File: src/option_regs_pkg.sv
// shared constants for the write-once option register bank
package option_regs_pkg;

  // register addresses on the core bus
  localparam logic [15:0] OPT_ONE_ADDR = 16'h001E;
  localparam logic [15:0] OPT_TWO_ADDR = 16'h001F;

  // data width of each option register
  localparam int DATA_W = 8;

  // reset value of every option latch
  localparam logic [7:0] OPT_RESET_VAL = 8'h00;
  localparam logic [7:0] READ_UNMAPPED = 8'h00;

  // option_reg_one field positions
  localparam int WD_RATE_BIT = 7;  // watchdog_rate_sel
  localparam int LV_STOP_BIT = 6;  // monitor enabled in stop
  localparam int LV_RSTD_BIT = 5;  // monitor reset disable
  localparam int LV_PWRD_BIT = 4;  // monitor power disable
  localparam int LV_MODE_BIT = 3;  // lowvolt_mode_sel
  localparam int SHORT_REC_BIT = 2;  // short_recovery_sel
  localparam int STOP_EN_BIT = 1;  // stop instruction enable
  localparam int WD_DIS_BIT = 0;  // watchdog disable

  // option_reg_two field positions
  localparam int CLK_SRC_BIT = 7;  // clkout_source_sel
  localparam int CLK_DIV_HI_BIT = 6;  // clkout_div_hi
  localparam int CLK_DIV_LO_BIT = 5;  // clkout_div_lo
  localparam int TB_PRESC_BIT = 3;  // timebase extra prescaler
  localparam int OSC_STOP_BIT = 1;  // oscillator runs in stop
  localparam int SCI_SRC_BIT = 0;  // serial baud clock source

  // implemented bits, the rest read as zero
  localparam logic [7:0] OPT_TWO_MASK = 8'hEB;

  // clock output divide codes {clkout_div_hi, clkout_div_lo}
  localparam logic [1:0] CLKOUT_OFF = 2'h0;
  localparam logic [1:0] CLKOUT_DIV1 = 2'h1;
  localparam logic [1:0] CLKOUT_DIV2 = 2'h2;
  localparam logic [1:0] CLKOUT_DIV4 = 2'h3;

  // stop exit delays in osc_clock cycles
  localparam logic [12:0] STOP_REC_SHORT = 13'd32;
  localparam logic [12:0] STOP_REC_LONG = 13'd4096;

  // watchdog timeouts in osc_clock cycles
  localparam logic [17:0] WD_TIMEOUT_FAST = 18'd8176;
  localparam logic [17:0] WD_TIMEOUT_SLOW = 18'd262128;

endpackage : option_regs_pkg

File: src/write_once_option_registers.sv
// write-once option register bank with clock output divider
//
// Operation
// - each register takes one write per reset
// - reset clears option latches to defaults
// - registers at 001E and 001F, always readable
// - voltage-mode bit written once per power-on
// - clock source one crystal, zero bus
// - option bit picks short or long stop delay
// - option bit picks watchdog timeout length
// - clock output divides by one, two, four
// - divide code 00 off,01 x1,10 /2,11 /4
// - short recovery 32, otherwise 4096 cycles
// - rate bit 1 gives 8176, else 262128
//
// the voltage mode bit keeps its own power-on reset domain, so a plain
// reset reloads every other option but leaves that bit and its lock;
// reads never touch a lock, so software may poll the bank at any time
//
// Our own choices: the address map and the address-and-strobe port.
`timescale 1ns/1ns
module write_once_option_registers
  import option_regs_pkg::*;
#(
  parameter int ADDR_W = 16
) (
  // clock, resets and clock enable
  input wire logic clk,
  input wire logic arst_n,
  input wire logic por_arst_n,
  input wire logic ce,
  // register port
  input wire logic [ADDR_W-1:0] addr,
  input wire logic [DATA_W-1:0] wdata,
  input wire logic wr,
  input wire logic rd,
  output logic [DATA_W-1:0] rdata,
  // clock sources for the clock output, same-clock enable pulses
  input wire logic osc_tick,
  input wire logic bus_tick,
  // option_reg_one fields
  output logic watchdog_rate_sel,
  output logic lowvolt_stop_en,
  output logic lowvolt_reset_dis,
  output logic lowvolt_power_dis,
  output logic lowvolt_mode_sel,
  output logic short_recovery_sel,
  output logic stop_insn_en,
  output logic watchdog_dis,
  // option_reg_two fields
  output logic clkout_source_sel,
  output logic clkout_div_hi,
  output logic clkout_div_lo,
  output logic timebase_presc_en,
  output logic osc_in_stop_en,
  output logic sci_clk_src_sel,
  // derived delays in osc_clock cycles
  output logic [12:0] stop_recovery_cycles,
  output logic [17:0] watchdog_timeout_cycles,
  // write-once status
  output logic opt_one_locked,
  output logic opt_two_locked,
  // clock output enable pulse
  output logic clkout_tick
);

  // refuse an address bus too narrow for the map
  // five bits reach both register addresses; sixteen is the full map
  if (ADDR_W < 5 || ADDR_W > 16) begin : g_addr_chk
    $error("ADDR_W must be between 5 and 16");
  end

  // compare a bus address against a map entry
  function automatic logic addr_hit(input logic [ADDR_W-1:0] a,
                                    input logic [15:0] reg_addr);
    logic [15:0] wide;  // bus address zero-extended to the map width
    wide = 16'(a);
    addr_hit = (wide == reg_addr);
  endfunction : addr_hit

  // a write lands only while its target has not been written yet
  function automatic logic write_open(input logic strobe,
                                      input logic hit,
                                      input logic used);
    write_open = strobe && hit && !used;
  endfunction : write_open

  // general resets act on any reset, including power-on
  // both reset pins are asynchronous and join for every flop except the voltage mode pair, which sees por_arst_n alone
  logic rst_all_n;
  assign rst_all_n = arst_n & por_arst_n;

  // option latches and their write-used flags
  // one register's used flag never blocks the other register
  logic [7:0] opt_one_r;  // all bits except the voltage mode
  logic [7:0] opt_one_nxt;
  logic [7:0] opt_two_r;
  logic [7:0] opt_two_nxt;
  logic one_used_r;  // first write to reg one taken
  logic one_used_nxt;
  logic two_used_r;
  logic two_used_nxt;
  // voltage mode bit lives in the power-on reset domain
  logic lv_mode_r;
  logic lv_mode_nxt;
  logic lv_used_r;
  logic lv_used_nxt;
  // read data register
  logic [7:0] rdata_r;
  logic [7:0] rdata_nxt;
  // clock output divider
  logic [1:0] div_cnt_r;
  logic [1:0] div_cnt_nxt;
  logic clk_tick_r;
  logic clk_tick_nxt;

  // address decode, shared by the write and read paths
  // a narrow bus compares only the bits it carries
  logic hit_one;
  logic hit_two;
  assign hit_one = addr_hit(addr, OPT_ONE_ADDR);
  assign hit_two = addr_hit(addr, OPT_TWO_ADDR);

  // reg one as seen by software, voltage mode merged in
  // the merged view is what a read of register one returns
  logic [7:0] opt_one_view;
  always_comb begin
    opt_one_view = opt_one_r;
    opt_one_view[LV_MODE_BIT] = lv_mode_r;
  end

  // next values of register one, register two and their used flags
  always_comb begin
    opt_one_nxt = opt_one_r;
    opt_two_nxt = opt_two_r;
    one_used_nxt = one_used_r;
    two_used_nxt = two_used_r;
    // only the first write after reset lands; later ones drop
    if (write_open(wr, hit_one, one_used_r)) begin
      opt_one_nxt = wdata;
      // the mode bit is held apart, this copy stays zero
      opt_one_nxt[LV_MODE_BIT] = 1'b0;
      one_used_nxt = 1'b1;
    end
    // register two keeps only its implemented bits
    if (write_open(wr, hit_two, two_used_r)) begin
      opt_two_nxt = wdata & OPT_TWO_MASK;
      two_used_nxt = 1'b1;
    end
  end

  // next value of the voltage mode bit, armed once per power-on
  always_comb begin
    lv_mode_nxt = lv_mode_r;
    lv_used_nxt = lv_used_r;
    // a plain reset does not rearm this write, so it may stay used
    if (write_open(wr, hit_one, lv_used_r)) begin
      lv_mode_nxt = wdata[LV_MODE_BIT];
      lv_used_nxt = 1'b1;
    end
  end

  // option latches cleared by any reset; defaults need no software write
  // and both register write flags are rearmed here, but not the voltage mode one
  always_ff @(posedge clk or negedge rst_all_n) begin
    if (!rst_all_n) begin
      opt_one_r <= OPT_RESET_VAL;
      opt_two_r <= OPT_RESET_VAL;
      one_used_r <= 1'b0;
      two_used_r <= 1'b0;
    end else if (ce) begin
      opt_one_r <= opt_one_nxt;
      opt_two_r <= opt_two_nxt;
      one_used_r <= one_used_nxt;
      two_used_r <= two_used_nxt;
    end
  end

  // voltage mode latch cleared only by power-on reset; a plain reset
  // must not reach it, or the monitor would fall back to its default mode
  always_ff @(posedge clk or negedge por_arst_n) begin
    if (!por_arst_n) begin
      lv_mode_r <= 1'b0;
      lv_used_r <= 1'b0;
    end else if (ce) begin
      lv_mode_r <= lv_mode_nxt;
      lv_used_r <= lv_used_nxt;
    end
  end

  // read path, answer in the cycle after the strobe; idle and unmapped
  // cycles answer zero so the data can be merged onto a shared read bus
  always_comb begin
    rdata_nxt = READ_UNMAPPED;
    if (rd && hit_one) begin
      rdata_nxt = opt_one_view;
    end else if (rd && hit_two) begin
      rdata_nxt = opt_two_r;
    end
  end

  // read data register, zero outside the answer cycle
  // and frozen with the rest of the state while ce is low
  always_ff @(posedge clk or negedge rst_all_n) begin
    if (!rst_all_n) begin
      rdata_r <= READ_UNMAPPED;
    end else if (ce) begin
      rdata_r <= rdata_nxt;
    end
  end

  // read data straight from its flop
  assign rdata = rdata_r;

  // selected source for the clock output
  // clkout_source_sel set picks the crystal ticks, clear the bus ticks
  logic src_tick;
  logic [1:0] div_code;
  always_comb begin
    src_tick = opt_two_r[CLK_SRC_BIT] ? osc_tick : bus_tick;
    div_code = {opt_two_r[CLK_DIV_HI_BIT], opt_two_r[CLK_DIV_LO_BIT]};
  end

  // divide the selected ticks by one, two or four; the divider counts
  // source ticks, not clk edges, so its output is a one-cycle pulse
  // train rather than a square wave, and downstream logic must treat
  // it as an enable
  always_comb begin
    div_cnt_nxt = div_cnt_r;
    clk_tick_nxt = 1'b0;
    case (div_code)
      CLKOUT_OFF: begin
        // output off: park the count so a later enable starts clean
        div_cnt_nxt = 2'd0;
      end
      CLKOUT_DIV1: begin
        // every selected tick passes straight through
        div_cnt_nxt = 2'd0;
        clk_tick_nxt = src_tick;
      end
      CLKOUT_DIV2: begin
        // toggle the low count bit, pulse on every second tick
        if (src_tick) begin
          div_cnt_nxt = {1'b0, ~div_cnt_r[0]};
          clk_tick_nxt = div_cnt_r[0];
        end
      end
      default: begin
        // divide by four: pulse when the count wraps
        if (src_tick) begin
          div_cnt_nxt = div_cnt_r + 2'd1;
          clk_tick_nxt = (div_cnt_r == 2'd3);
        end
      end
    endcase
  end

  // divider state, cleared by any reset so the first pulse after reset
  // comes only after a full divide period
  always_ff @(posedge clk or negedge rst_all_n) begin
    if (!rst_all_n) begin
      div_cnt_r <= 2'd0;
      clk_tick_r <= 1'b0;
    end else if (ce) begin
      div_cnt_r <= div_cnt_nxt;
      clk_tick_r <= clk_tick_nxt;
    end
  end

  // clock output enable straight from its flop
  assign clkout_tick = clk_tick_r;

  // field outputs straight from the latches; they change only on the
  // one accepted write or on reset, so consumers see steady levels
  assign watchdog_rate_sel = opt_one_r[WD_RATE_BIT];
  assign lowvolt_stop_en = opt_one_r[LV_STOP_BIT];
  assign lowvolt_reset_dis = opt_one_r[LV_RSTD_BIT];
  assign lowvolt_power_dis = opt_one_r[LV_PWRD_BIT];
  assign lowvolt_mode_sel = lv_mode_r;
  assign short_recovery_sel = opt_one_r[SHORT_REC_BIT];
  assign stop_insn_en = opt_one_r[STOP_EN_BIT];
  assign watchdog_dis = opt_one_r[WD_DIS_BIT];
  assign clkout_source_sel = opt_two_r[CLK_SRC_BIT];
  assign clkout_div_hi = opt_two_r[CLK_DIV_HI_BIT];
  assign clkout_div_lo = opt_two_r[CLK_DIV_LO_BIT];
  assign timebase_presc_en = opt_two_r[TB_PRESC_BIT];
  assign osc_in_stop_en = opt_two_r[OSC_STOP_BIT];
  assign sci_clk_src_sel = opt_two_r[SCI_SRC_BIT];
  assign opt_one_locked = one_used_r;
  assign opt_two_locked = two_used_r;

  // stop exit delay chosen by the short recovery bit
  // counts are in osc_clock cycles; the stop logic loads them as they are
  assign stop_recovery_cycles = opt_one_r[SHORT_REC_BIT] ?
                                STOP_REC_SHORT : STOP_REC_LONG;

  // watchdog timeout chosen by the rate bit
  // also in osc_clock cycles, decoded from the latch with no extra flop
  assign watchdog_timeout_cycles = opt_one_r[WD_RATE_BIT] ?
                                   WD_TIMEOUT_FAST :
                                   WD_TIMEOUT_SLOW;

endmodule : write_once_option_registers

File: config.mk
export PLATFORM = sky130hd
export DESIGN_NAME = write_once_option_registers
export DESIGN_NICKNAME = d
export VERILOG_FILES = /design/src/option_regs_pkg.sv /design/src/write_once_option_registers.sv
export SDC_FILE = /design/constraint.sdc
export NUM_CORES = 1
export LEC_CHECK = 0
export ABC_AREA = 1
export BUFFER_PORTS_ARGS = -buffer_cell sky130_fd_sc_hd__buf_2
export CAP_MARGIN = 20
export CORE_MARGIN = 8
export CORE_UTILIZATION = 49
export DETAILED_ROUTE_END_ITERATION = 10
export PLACE_DENSITY = 0.86
export SETUP_SLACK_MARGIN = 0.1
export SLEW_MARGIN = 10
export SYNTH_ARGS = -nofsm -noshare
export SYNTH_HDL_FRONTEND = slang
export SYNTH_SLANG_ARGS = --single-unit
File: constraint.sdc
create_clock -name clk -period 2.7 [get_ports clk]
set_input_delay 0.27 -clock clk [delete_from_list [all_inputs] [get_ports clk]]
set_output_delay 0.27 -clock clk [all_outputs]
set_load 0.01 [all_outputs]
==> impl_metrics.toml, run 1 <==
[status]
outcome = "completed"

[finish]
syn2layout_area_growth_pct = 15.2
postLayoutCoreUtil = 0.589
n_antenna_cell = 0
drive_gt1_frac = 0.379
nets = 287
nFillCells = 324
multi_input_area_um2 = 742
regArea_um2 = 701

[routing]
drtPass1Iterations = 4
drt_iter0_drc = 42
drc = 0
vias_per_cell = 4.56
vias = 1364
drt_wl_total_um = 3750
ant_nets = 0
wl_per_cell_um = 12.5

[setup_path]
crit_chain = "buf_2"
r2r_end = "div_cnt_r[1]"
critPathMaxStageDelay_ns = 0.52
crit_slowest_cell = "dfrtp_1"
ff2ff_setup_slack_ns = 1.60
crit_type = "flip-flop to primary output"
crit_fanout = 8
cp_num_cells = 1
path_delay_family = "flip-flops"
r2r_start = "opt_two_r[7]"
rr_worst_depth = 6
crit_path_start_kind = "flip-flop"
critPathCaptureType = "primary output"
cp.buffers_inverters = 1
arrival_ns = 1.03
cp.required_ns = 2.43

[min_path]
worstHoldPathType = "primary input to flip-flop"
whs_path_depth = 3
hp-start = "wdata[2]"
hold_path_end = "opt_one_r[2]"

[global_routing]
grt_usage = 0.128
first_global_vias = 1307
grt_start_max_net_pins = 27
antenna_found_initial = 0
grt_pass1_wl_um = 5660
grt.overflow.total = 0

[clock_tree]
cts_root_buf = "clkbuf_4"
clock_path_buffers = 2
cts_num_sinks = 28
h-tree-depth = 1
cts_tree = "built"
cts-resized-gates = 0
path_clk_slew_ns = 0.15
cts_buffers = 3
cts_setup_buffers = 0
clock_latency_ns = 0.32
postCtsHoldBufs = 1

[placement]
io_buffers = 63
dp_hpwl_um = 3090
routabilityCongestion = 0.802
pre_cts_ws_ns = 1.22

[timing]
clock_skew_ns = 0.00112
rsz0062_at_grt = "no"
fmax_mhz = 770
post-route-period-util = 0.481
final-max-slew-violation-count = 0
setup_viol = 0
fin_setup_tns_ns = 0
fin_ws_ns = 1.40
period_needed_ns = 1.30
hold_violations = 0

[yosys]
synth_seq_area_share = 0.411
synth_common_cells = "53 x nand2_1, 30 x buf_4, 28 x dfrtp_1"
synth_warnings = 0
synthArstFlopShare = 1.00
yosys.area.top_type_share = 0.411
yosysMostFrequentCell = "nand2_1"
synth_area_um2 = 1710
ys.flop_type = "dfrtp_1"
synth_cell_types = 24
yosys-top-cells-area = "dfrtp_1 41%, buf_4 13%, nand2_1 12%, o21ai_2 7.2%, nand4_1 5.1%"
synth_edf_count = 0
avgSynthCellArea_um2 = 8.71
netlist_instances = 196
synth_area_leader_cell = "dfrtp_1"
synth_seq_cells = 28

[die]
rows = 21
io_pins = 88
fp.dieArea_um2 = 5630
core_area_um2 = 3340
start_util = 0.511
die_h_um = 75.0
dieWidth_um = 75.0

[pwr]
ir_worst_vdd_mv = 0.201
power.density_nw_per_um2 = 359
power_mw = 0.705
leakage_nw = 1.19

[flow_run]
max-cap-violations = 0
## cell type report
cell class,instances,area share
sequential,28,0.356
clock buffer,4,0.0185
inverter,21,0.0401
multi-input combinational,134,0.377
timing repair buffer,66,0.178
tap,46,0.0293
## routing by layer
layer	up-vias	routed length [um]	track usage
li1	690	-	-
met1	625	1460	0.144
met2	43	1930	0.224
met3	6	299	0.0226
met4	0	65	0.0652
met5	-	0	0
## how the worst max path moves through the flow
stage,endpoint,startpoint,slack [ns]
floorplan,opt_one_r[7],addr[15],1.53
global placement,opt_one_r[4],addr[15],1.28
detailed placement,opt_one_r[5],addr[15],1.22
CTS,opt_two_r[7],por_arst_n,1.30
global route,watchdog_timeout_cycles[13],opt_one_r[7],1.30
finish,clkout_div_hi,opt_two_r[6],1.40
## where the power goes
group / internal (mW) / switching, mW
sequential: 0.421 / 0.000557
clock: 0.0824 / 0.119
combinational: 0.0270 / 0.0558
total: 0.530 / 0.175
## tightest hold or removal path, delay by kind of cell
| kind | cells | cell delay (ns) |
|---|---|---|
| AO/OA/AOI/OAI | 1 | 0.05 |
| buffers and inverters | 2 | 0.14 |
## registers in the layout (all words and copies together), names as in the netlist
name              cells
rdata                 8
opt_one_r             7
opt_two_r             6
div_cnt_r             2
clkout_tick           1
lowvolt_mode_sel      1
lv_used_r             1
opt_one_locked        1
opt_two_locked        1
## layout by cell type, fill, tap and decap left out, drive strengths merged
cell type    synthesis  layout
nor2                12      12
o21ai               19      19
clkbuf               0       4
dlygate4sd3          0       2
nand2               55      55
buf                 35      64
dfrtp               28      28
and2                 1       1
conb                 2      24
a21oi                1       1
ha                   1       1
nand3                3       3
o22ai                1       1
nand4               17      17
inv                 21      21
## logic make-up (layout without fill, tap and decap cells)
logic type	after synthesis	count (layout)	synth area share
simple gates	88	88	0.282
flops	28	28	0.411
buf+inv	56	91	0.203
compound gates	21	21	0.0931
fa+ha+maj	1	1	0.00733
other cells	2	24	0.00440
## stage by stage
step           hold WS [ns]  instance area [um^2]  cells
4_1_cts               0.160                  1940    297
3_5_place_dp         0.0654                  1890    292
2_1_floorplan       -0.0256                  1790    218
3_3_place_gp         0.0618                  1890    292
6_report              0.169                  1970    299
5_1_grt               0.165                  1970    299
(Power assumes the default switching activity.)
==> run 2, diff against run 1 <==
Settings changed: ABC_AREA 1 to 0, CORE_UTILIZATION 49 to 39, PLACE_DENSITY 0.86 to 0.75.
Clock period 2.7 ns to 1.1 ns, I/O delays scaled along.
==> impl_metrics.toml, run 2 <==
[status]
outcome = "finished, violations left"
failed_checks = "negative setup slack"

[die]
start_util = 0.410
rows = 22
core_area_um2 = 3720
die_h_um = 78.5
io_pins = 88
dieWidth_um = 78.5
fp.dieArea_um2 = 6160

[timing]
final-max-slew-violation-count = 0
rsz0062_at_grt = "yes"
fin_ws_ns = -0.323
fin_setup_tns_ns = -4.90
hold_ws_ns = 0.0703
post-route-period-util = 1.29
fmax_mhz = 703
clock_skew_ns = 0.00559
hold_violations = 0
setup_viol = 27
period_needed_ns = 1.42

[yosys]
synthArstFlopShare = 1.00
synth_warnings = 0
synth_seq_cells = 28
yosys.area.top_type_share = 0.460
yosysMostFrequentCell = "buf_4"
synth_edf_count = 0
synth_seq_area_share = 0.460
synth_area_um2 = 1520
synth_area_leader_cell = "dfrtp_1"
avgSynthCellArea_um2 = 11.1
netlist_instances = 137
yosys-top-cells-area = "dfrtp_1 46%, buf_4 14%, mux2_2 10%, mux2i_1 5.3%, inv_1 3.7%"
synth_common_cells = "29 x buf_4, 28 x dfrtp_1, 15 x inv_1"
synth_cell_types = 31
ys.flop_type = "dfrtp_1"

[clock_tree]
clock_latency_ns = 0.28
cts_tree = "built"
cts_buffers = 3
cts_num_sinks = 28
cts_root_buf = "clkbuf_8"
h-tree-depth = 1
clock_path_buffers = 2
path_clk_slew_ns = 0.09

[global_routing]
grt_pass1_wl_um = 6200
grt_usage = 0.124
grt_start_max_net_pins = 27
antenna_found_initial = 0
grt.overflow.total = 0
first_global_vias = 1303

[setup_path]
cp.required_ns = 1.27
arrival_ns = 1.59
r2r_start = "opt_one_locked"
crit_fanout = 4
rr_worst_depth = 3
crit_end = "opt_one_r[4]"
critPathCaptureType = "flip-flop"
ff2ff_setup_slack_ns = -0.21
r2r_end = "opt_one_r[4]"
crit_path_start_kind = "primary input"
startpoint = "addr[8]"
crit_type = "primary input to flip-flop"

[finish]
n_antenna_cell = 0
final_cell_mix = "54 x buf_2, 27 x dfrtp_1, 24 x conb_1"
syn2layout_area_growth_pct = 45.9
stdcell_count = 269
multi_input_area_um2 = 737
regArea_um2 = 702
fin_area_um2 = 2220
drive_gt1_frac = 0.588
nFillCells = 332
nets = 255
largest_register_ff_count = 8
layout_commonest_cell = "buf_2"
postLayoutCoreUtil = 0.598

[routing]
drt_wl_total_um = 3960
wl_per_cell_um = 14.7
drt_iter0_drc = 61
vias_per_cell = 4.47
drc = 0
vias = 1203
ant_nets = 0
drtPass1Iterations = 4

[pwr]
power_frac_comb = 0.099
power_frac_clock = 0.395
power.internal_mw = 1.60
p_switching_mw = 0.434
ir_worst_vdd_mv = 0.694
sw_frac_of_total = 0.214
power.density_nw_per_um2 = 915
leakage_nw = 1.18
power_frac_seq = 0.506

[flow_run]
max-cap-violations = 0

[min_path]
worstHoldPathType = "primary input to flip-flop"

[placement]
dp_hpwl_um = 2940
dpl-instance-area_um2 = 1860
dp_cells = 252
io_buffers = 63
routabilityCongestion = 0.754
-- run 2: cell count changes in the layout (fill, tap and decap cells not counted), moves of 7 or more --
cell,change
buf_2,-9
buf_4,+21
buf_6,+13
mux2_4,+8
nand2_1,-50
o21ai_2,-13
mux2i_1,+7
nor2_1,-7
nand4_1,-13
-- run 2: worst max-delay path, stage by stage --
cell and delay, ns:
buf_2 0.12, nor4_2 0.31, buf_4 0.16, nand2_1 0.13, nor4_4 0.26, buf_4 0.20, mux2_4 0.30
-- run 2: through the flow --
step | total power [mW] | setup WS (ns)
3_5_place_dp | 1.23 | -0.710
2_1_floorplan | 1.20 | -0.595
4_1_cts | 2.05 | -0.295
3_3_place_gp | 1.23 | -0.694
6_report | 2.03 | -0.323
5_1_grt | 2.11 | -0.407
-- run 2: cells by family (layout without fill, tap and decap cells) --
kind of cell / after synthesis / after routing / synth area share
and+or+nand+nor: 23 / 23 / 0.121
DFF: 28 / 28 / 0.460
buffers and inverters: 47 / 109 / 0.188
other: 2 / 24 / 0.00493
muxes: 22 / 22 / 0.156
adders and majority gates: 1 / 1 / 0.00822
AOI/OAI and AO/OA: 14 / 14 / 0.0616
-- run 2: what timing repair did --
action / 4_1_cts / 5_1_grt
hold buffers: 2 / 0
buffers inserted: 6 / 6
pin swaps: 4 / 4
resized for setup: 24 / 16
endpoints found under the hold margin: 28 / 0
setup endpoints to repair: 37 / 39
-- run 2: power groups by stage --
stage	clock [mW]	sequential (mW)	combinational, mW
after floorplan	0	1.05	0.148
after global placement	0	1.05	0.176
after detailed placement	0	1.05	0.177
after CTS	0.831	1.03	0.190
after global routing	0.862	1.03	0.221
final	0.802	1.03	0.200
-- run 2: routing by layer --
layer  GRT usage  wire [um]  vias up
li1            -          -      584
met1       0.123       1500      569
met2       0.239       2080       46
met3      0.0353        336        4
met4      0.0389         34        0
met5           0          0        -
-- run 2: how the worst min path moves through the flow --
stage | cells past startpoint | from | slack, ns | endpoint
6_report | 2 | wdata[2] | 0.07 | opt_one_r[2]
5_1_grt | 2 | wdata[4] | 0.07 | opt_one_r[4]
4_1_cts | 2 | wdata[2] | 0.06 | opt_one_r[2]
3_5_place_dp | 1 | por_arst_n | -0.09 | lv_used_r
3_3_place_gp | 1 | por_arst_n | -0.1 | lowvolt_mode_sel
2_1_floorplan | 0 | por_arst_n | -0.19 | lowvolt_mode_sel
-- run 2: area by class of cell --
type / instances / area share
Sequential cell: 28 / 0.316
Tap cell: 48 / 0.0270
Inverter: 15 / 0.0254
Clock inverter: 1 / 0.0135
Multi-Input combinational cell: 84 / 0.332
Clock buffer: 3 / 0.0186
Timing Repair Buffer: 90 / 0.268
==> run 3, diff against run 2 <==
Settings changed: BUFFER_PORTS_ARGS -buffer_cell sky130_fd_sc_hd__buf_2 to -buffer_cell sky130_fd_sc_hd__buf_4.
==> impl_metrics.toml, run 3 (synthesis gave the netlist of run 2 again) <==
[global_routing]
antenna_found_initial = 0
first_global_vias = 1262
grt_start_max_net_pins = 27
grt.overflow.total = 0
grt_pass1_wl_um = 6120
grt_usage = 0.122

[routing]
drc = 0
top_layer = "met4"
drt_iter0_drc = 28
vias_per_cell = 4.48
wl_per_cell_um = 14.7
drt_wl_total_um = 3920
wl_met1_um = 1490
met3_length_um = 309
wl_met2_um = 2110
drtPass1Iterations = 4
ant_nets = 0
vias = 1195

[setup_path]
cp.required_ns = 1.25
critPathMaxStageDelay_ns = 0.53
crit_fanout = 4
cp.buffers_inverters = 2
crit_path_start_kind = "primary input"
crit_type = "primary input to flip-flop"
crit_slowest_cell = "or4b_4"
critPathCaptureType = "flip-flop"
path_delay_family = "simple AND/OR/NAND/NOR gates"
arrival_ns = 1.67
crit_chain = "buf_6, or4b_4, nand3b_4, nor4_4, buf_4, mux2_2"

[finish]
syn2layout_area_growth_pct = 50.1
nets = 254
largest_register_ff_count = 8
final_cell_mix = "70 x buf_4, 27 x dfrtp_1, 24 x conb_1"
layout_commonest_cell = "buf_4"
drive_gt1_frac = 0.553
postLayoutCoreUtil = 0.615
n_antenna_cell = 0

[clock_tree]
cts_buffers = 3
path_clk_slew_ns = 0.08
cts_num_sinks = 28
h-tree-depth = 1
cts_root_buf = "clkbuf_8"
cts_tree = "built"
clock_path_buffers = 2
clock_latency_ns = 0.26

[timing]
rsz0062_at_grt = "yes"
clock_skew_ns = 0.00253
fin_ws_ns = -0.421
setup_viol = 29
hold_violations = 0
hold_ws_ns = 0.0779
final-max-slew-violation-count = 0
period_needed_ns = 1.52
fmax_mhz = 657
post-route-period-util = 1.38

[die]
core_area_um2 = 3720
io_pins = 88
fp.dieArea_um2 = 6160
start_util = 0.410
dieWidth_um = 78.5
die_h_um = 78.5
rows = 22

[pwr]
power_mw = 1.78
power.density_nw_per_um2 = 777
leakage_nw = 1.20
ir_worst_vdd_mv = 0.443

[status]
outcome = "finished, violations left"
failed_checks = "negative setup slack"

[flow_run]
max-cap-violations = 0

[placement]
routabilityCongestion = 0.724
io_buffers = 63
dp_hpwl_um = 2950

[min_path]
worstHoldPathType = "primary input to flip-flop"
## run 3: worst paths after layout
check,from,endpoint,slack [ns],cells after the start
hold / removal,wdata[2],opt_one_r[2],0.08,2
min in group asynchronous,por_arst_n,lv_used_r,0.16,2
max in group asynchronous,por_arst_n,opt_two_r[6],0.32,4
setup / recovery,addr[12],opt_one_r[0],-0.42,6
setup reg to reg,opt_one_locked,opt_one_r[0],-0.24,3
hold reg to reg,clkout_tick,clkout_tick,0.52,2
## run 3: timing repair
| item | 4_1_cts | 5_1_grt |
|---|---|---|
| buffers inserted | 7 | 3 |
| pin swaps | 3 | 1 |
| hold buffers | 2 | 0 |
| setup endpoints to repair | 39 | 38 |
| resized for setup | 27 | 9 |
| endpoints found under the hold margin | 28 | 0 |
## run 3: power by group
part	internal [mW]	switching [mW]	total (mW)
sequential	1.03	0.000139	1.03
combinational	0.110	0.115	0.225
clock	0.245	0.278	0.522
total	1.38	0.393	1.78
## run 3: area by class of cell
cell class / count / area [um^2]
repair buffers: 89 / 737
flip-flops and latches: 28 / 702
fillers: 334 / 1430
clock buffers: 3 / 41.3
inverters: 15 / 56.3
well taps: 48 / 60.1
multi-input cells: 84 / 689
## run 3: per-stage QoR
stage	setup TNS (ns)	instance area, um^2	instances	worst slack (ns)
after floorplan	-10.40	1610	159	-0.595
after global placement	-13.59	2010	252	-0.717
after detailed placement	-13.94	2010	252	-0.734
after CTS	-6.11	2220	264	-0.411
after global routing	-8.64	2290	267	-0.486
final	-7.16	2290	267	-0.421
## run 3: layer usage
metal  global-route usage  vias to the layer above
met5                    0                        -
met4               0.0333                        0
met3               0.0421                        2
met2                0.219                       45
met1                0.132                      569
li1                     -                      579
## run 3: worst register-to-register path, stage by stage (launching register included)
cell and delay (ns):
dfrtp_1 0.43, nor4_4 0.28, buf_4 0.19, mux2_2 0.33
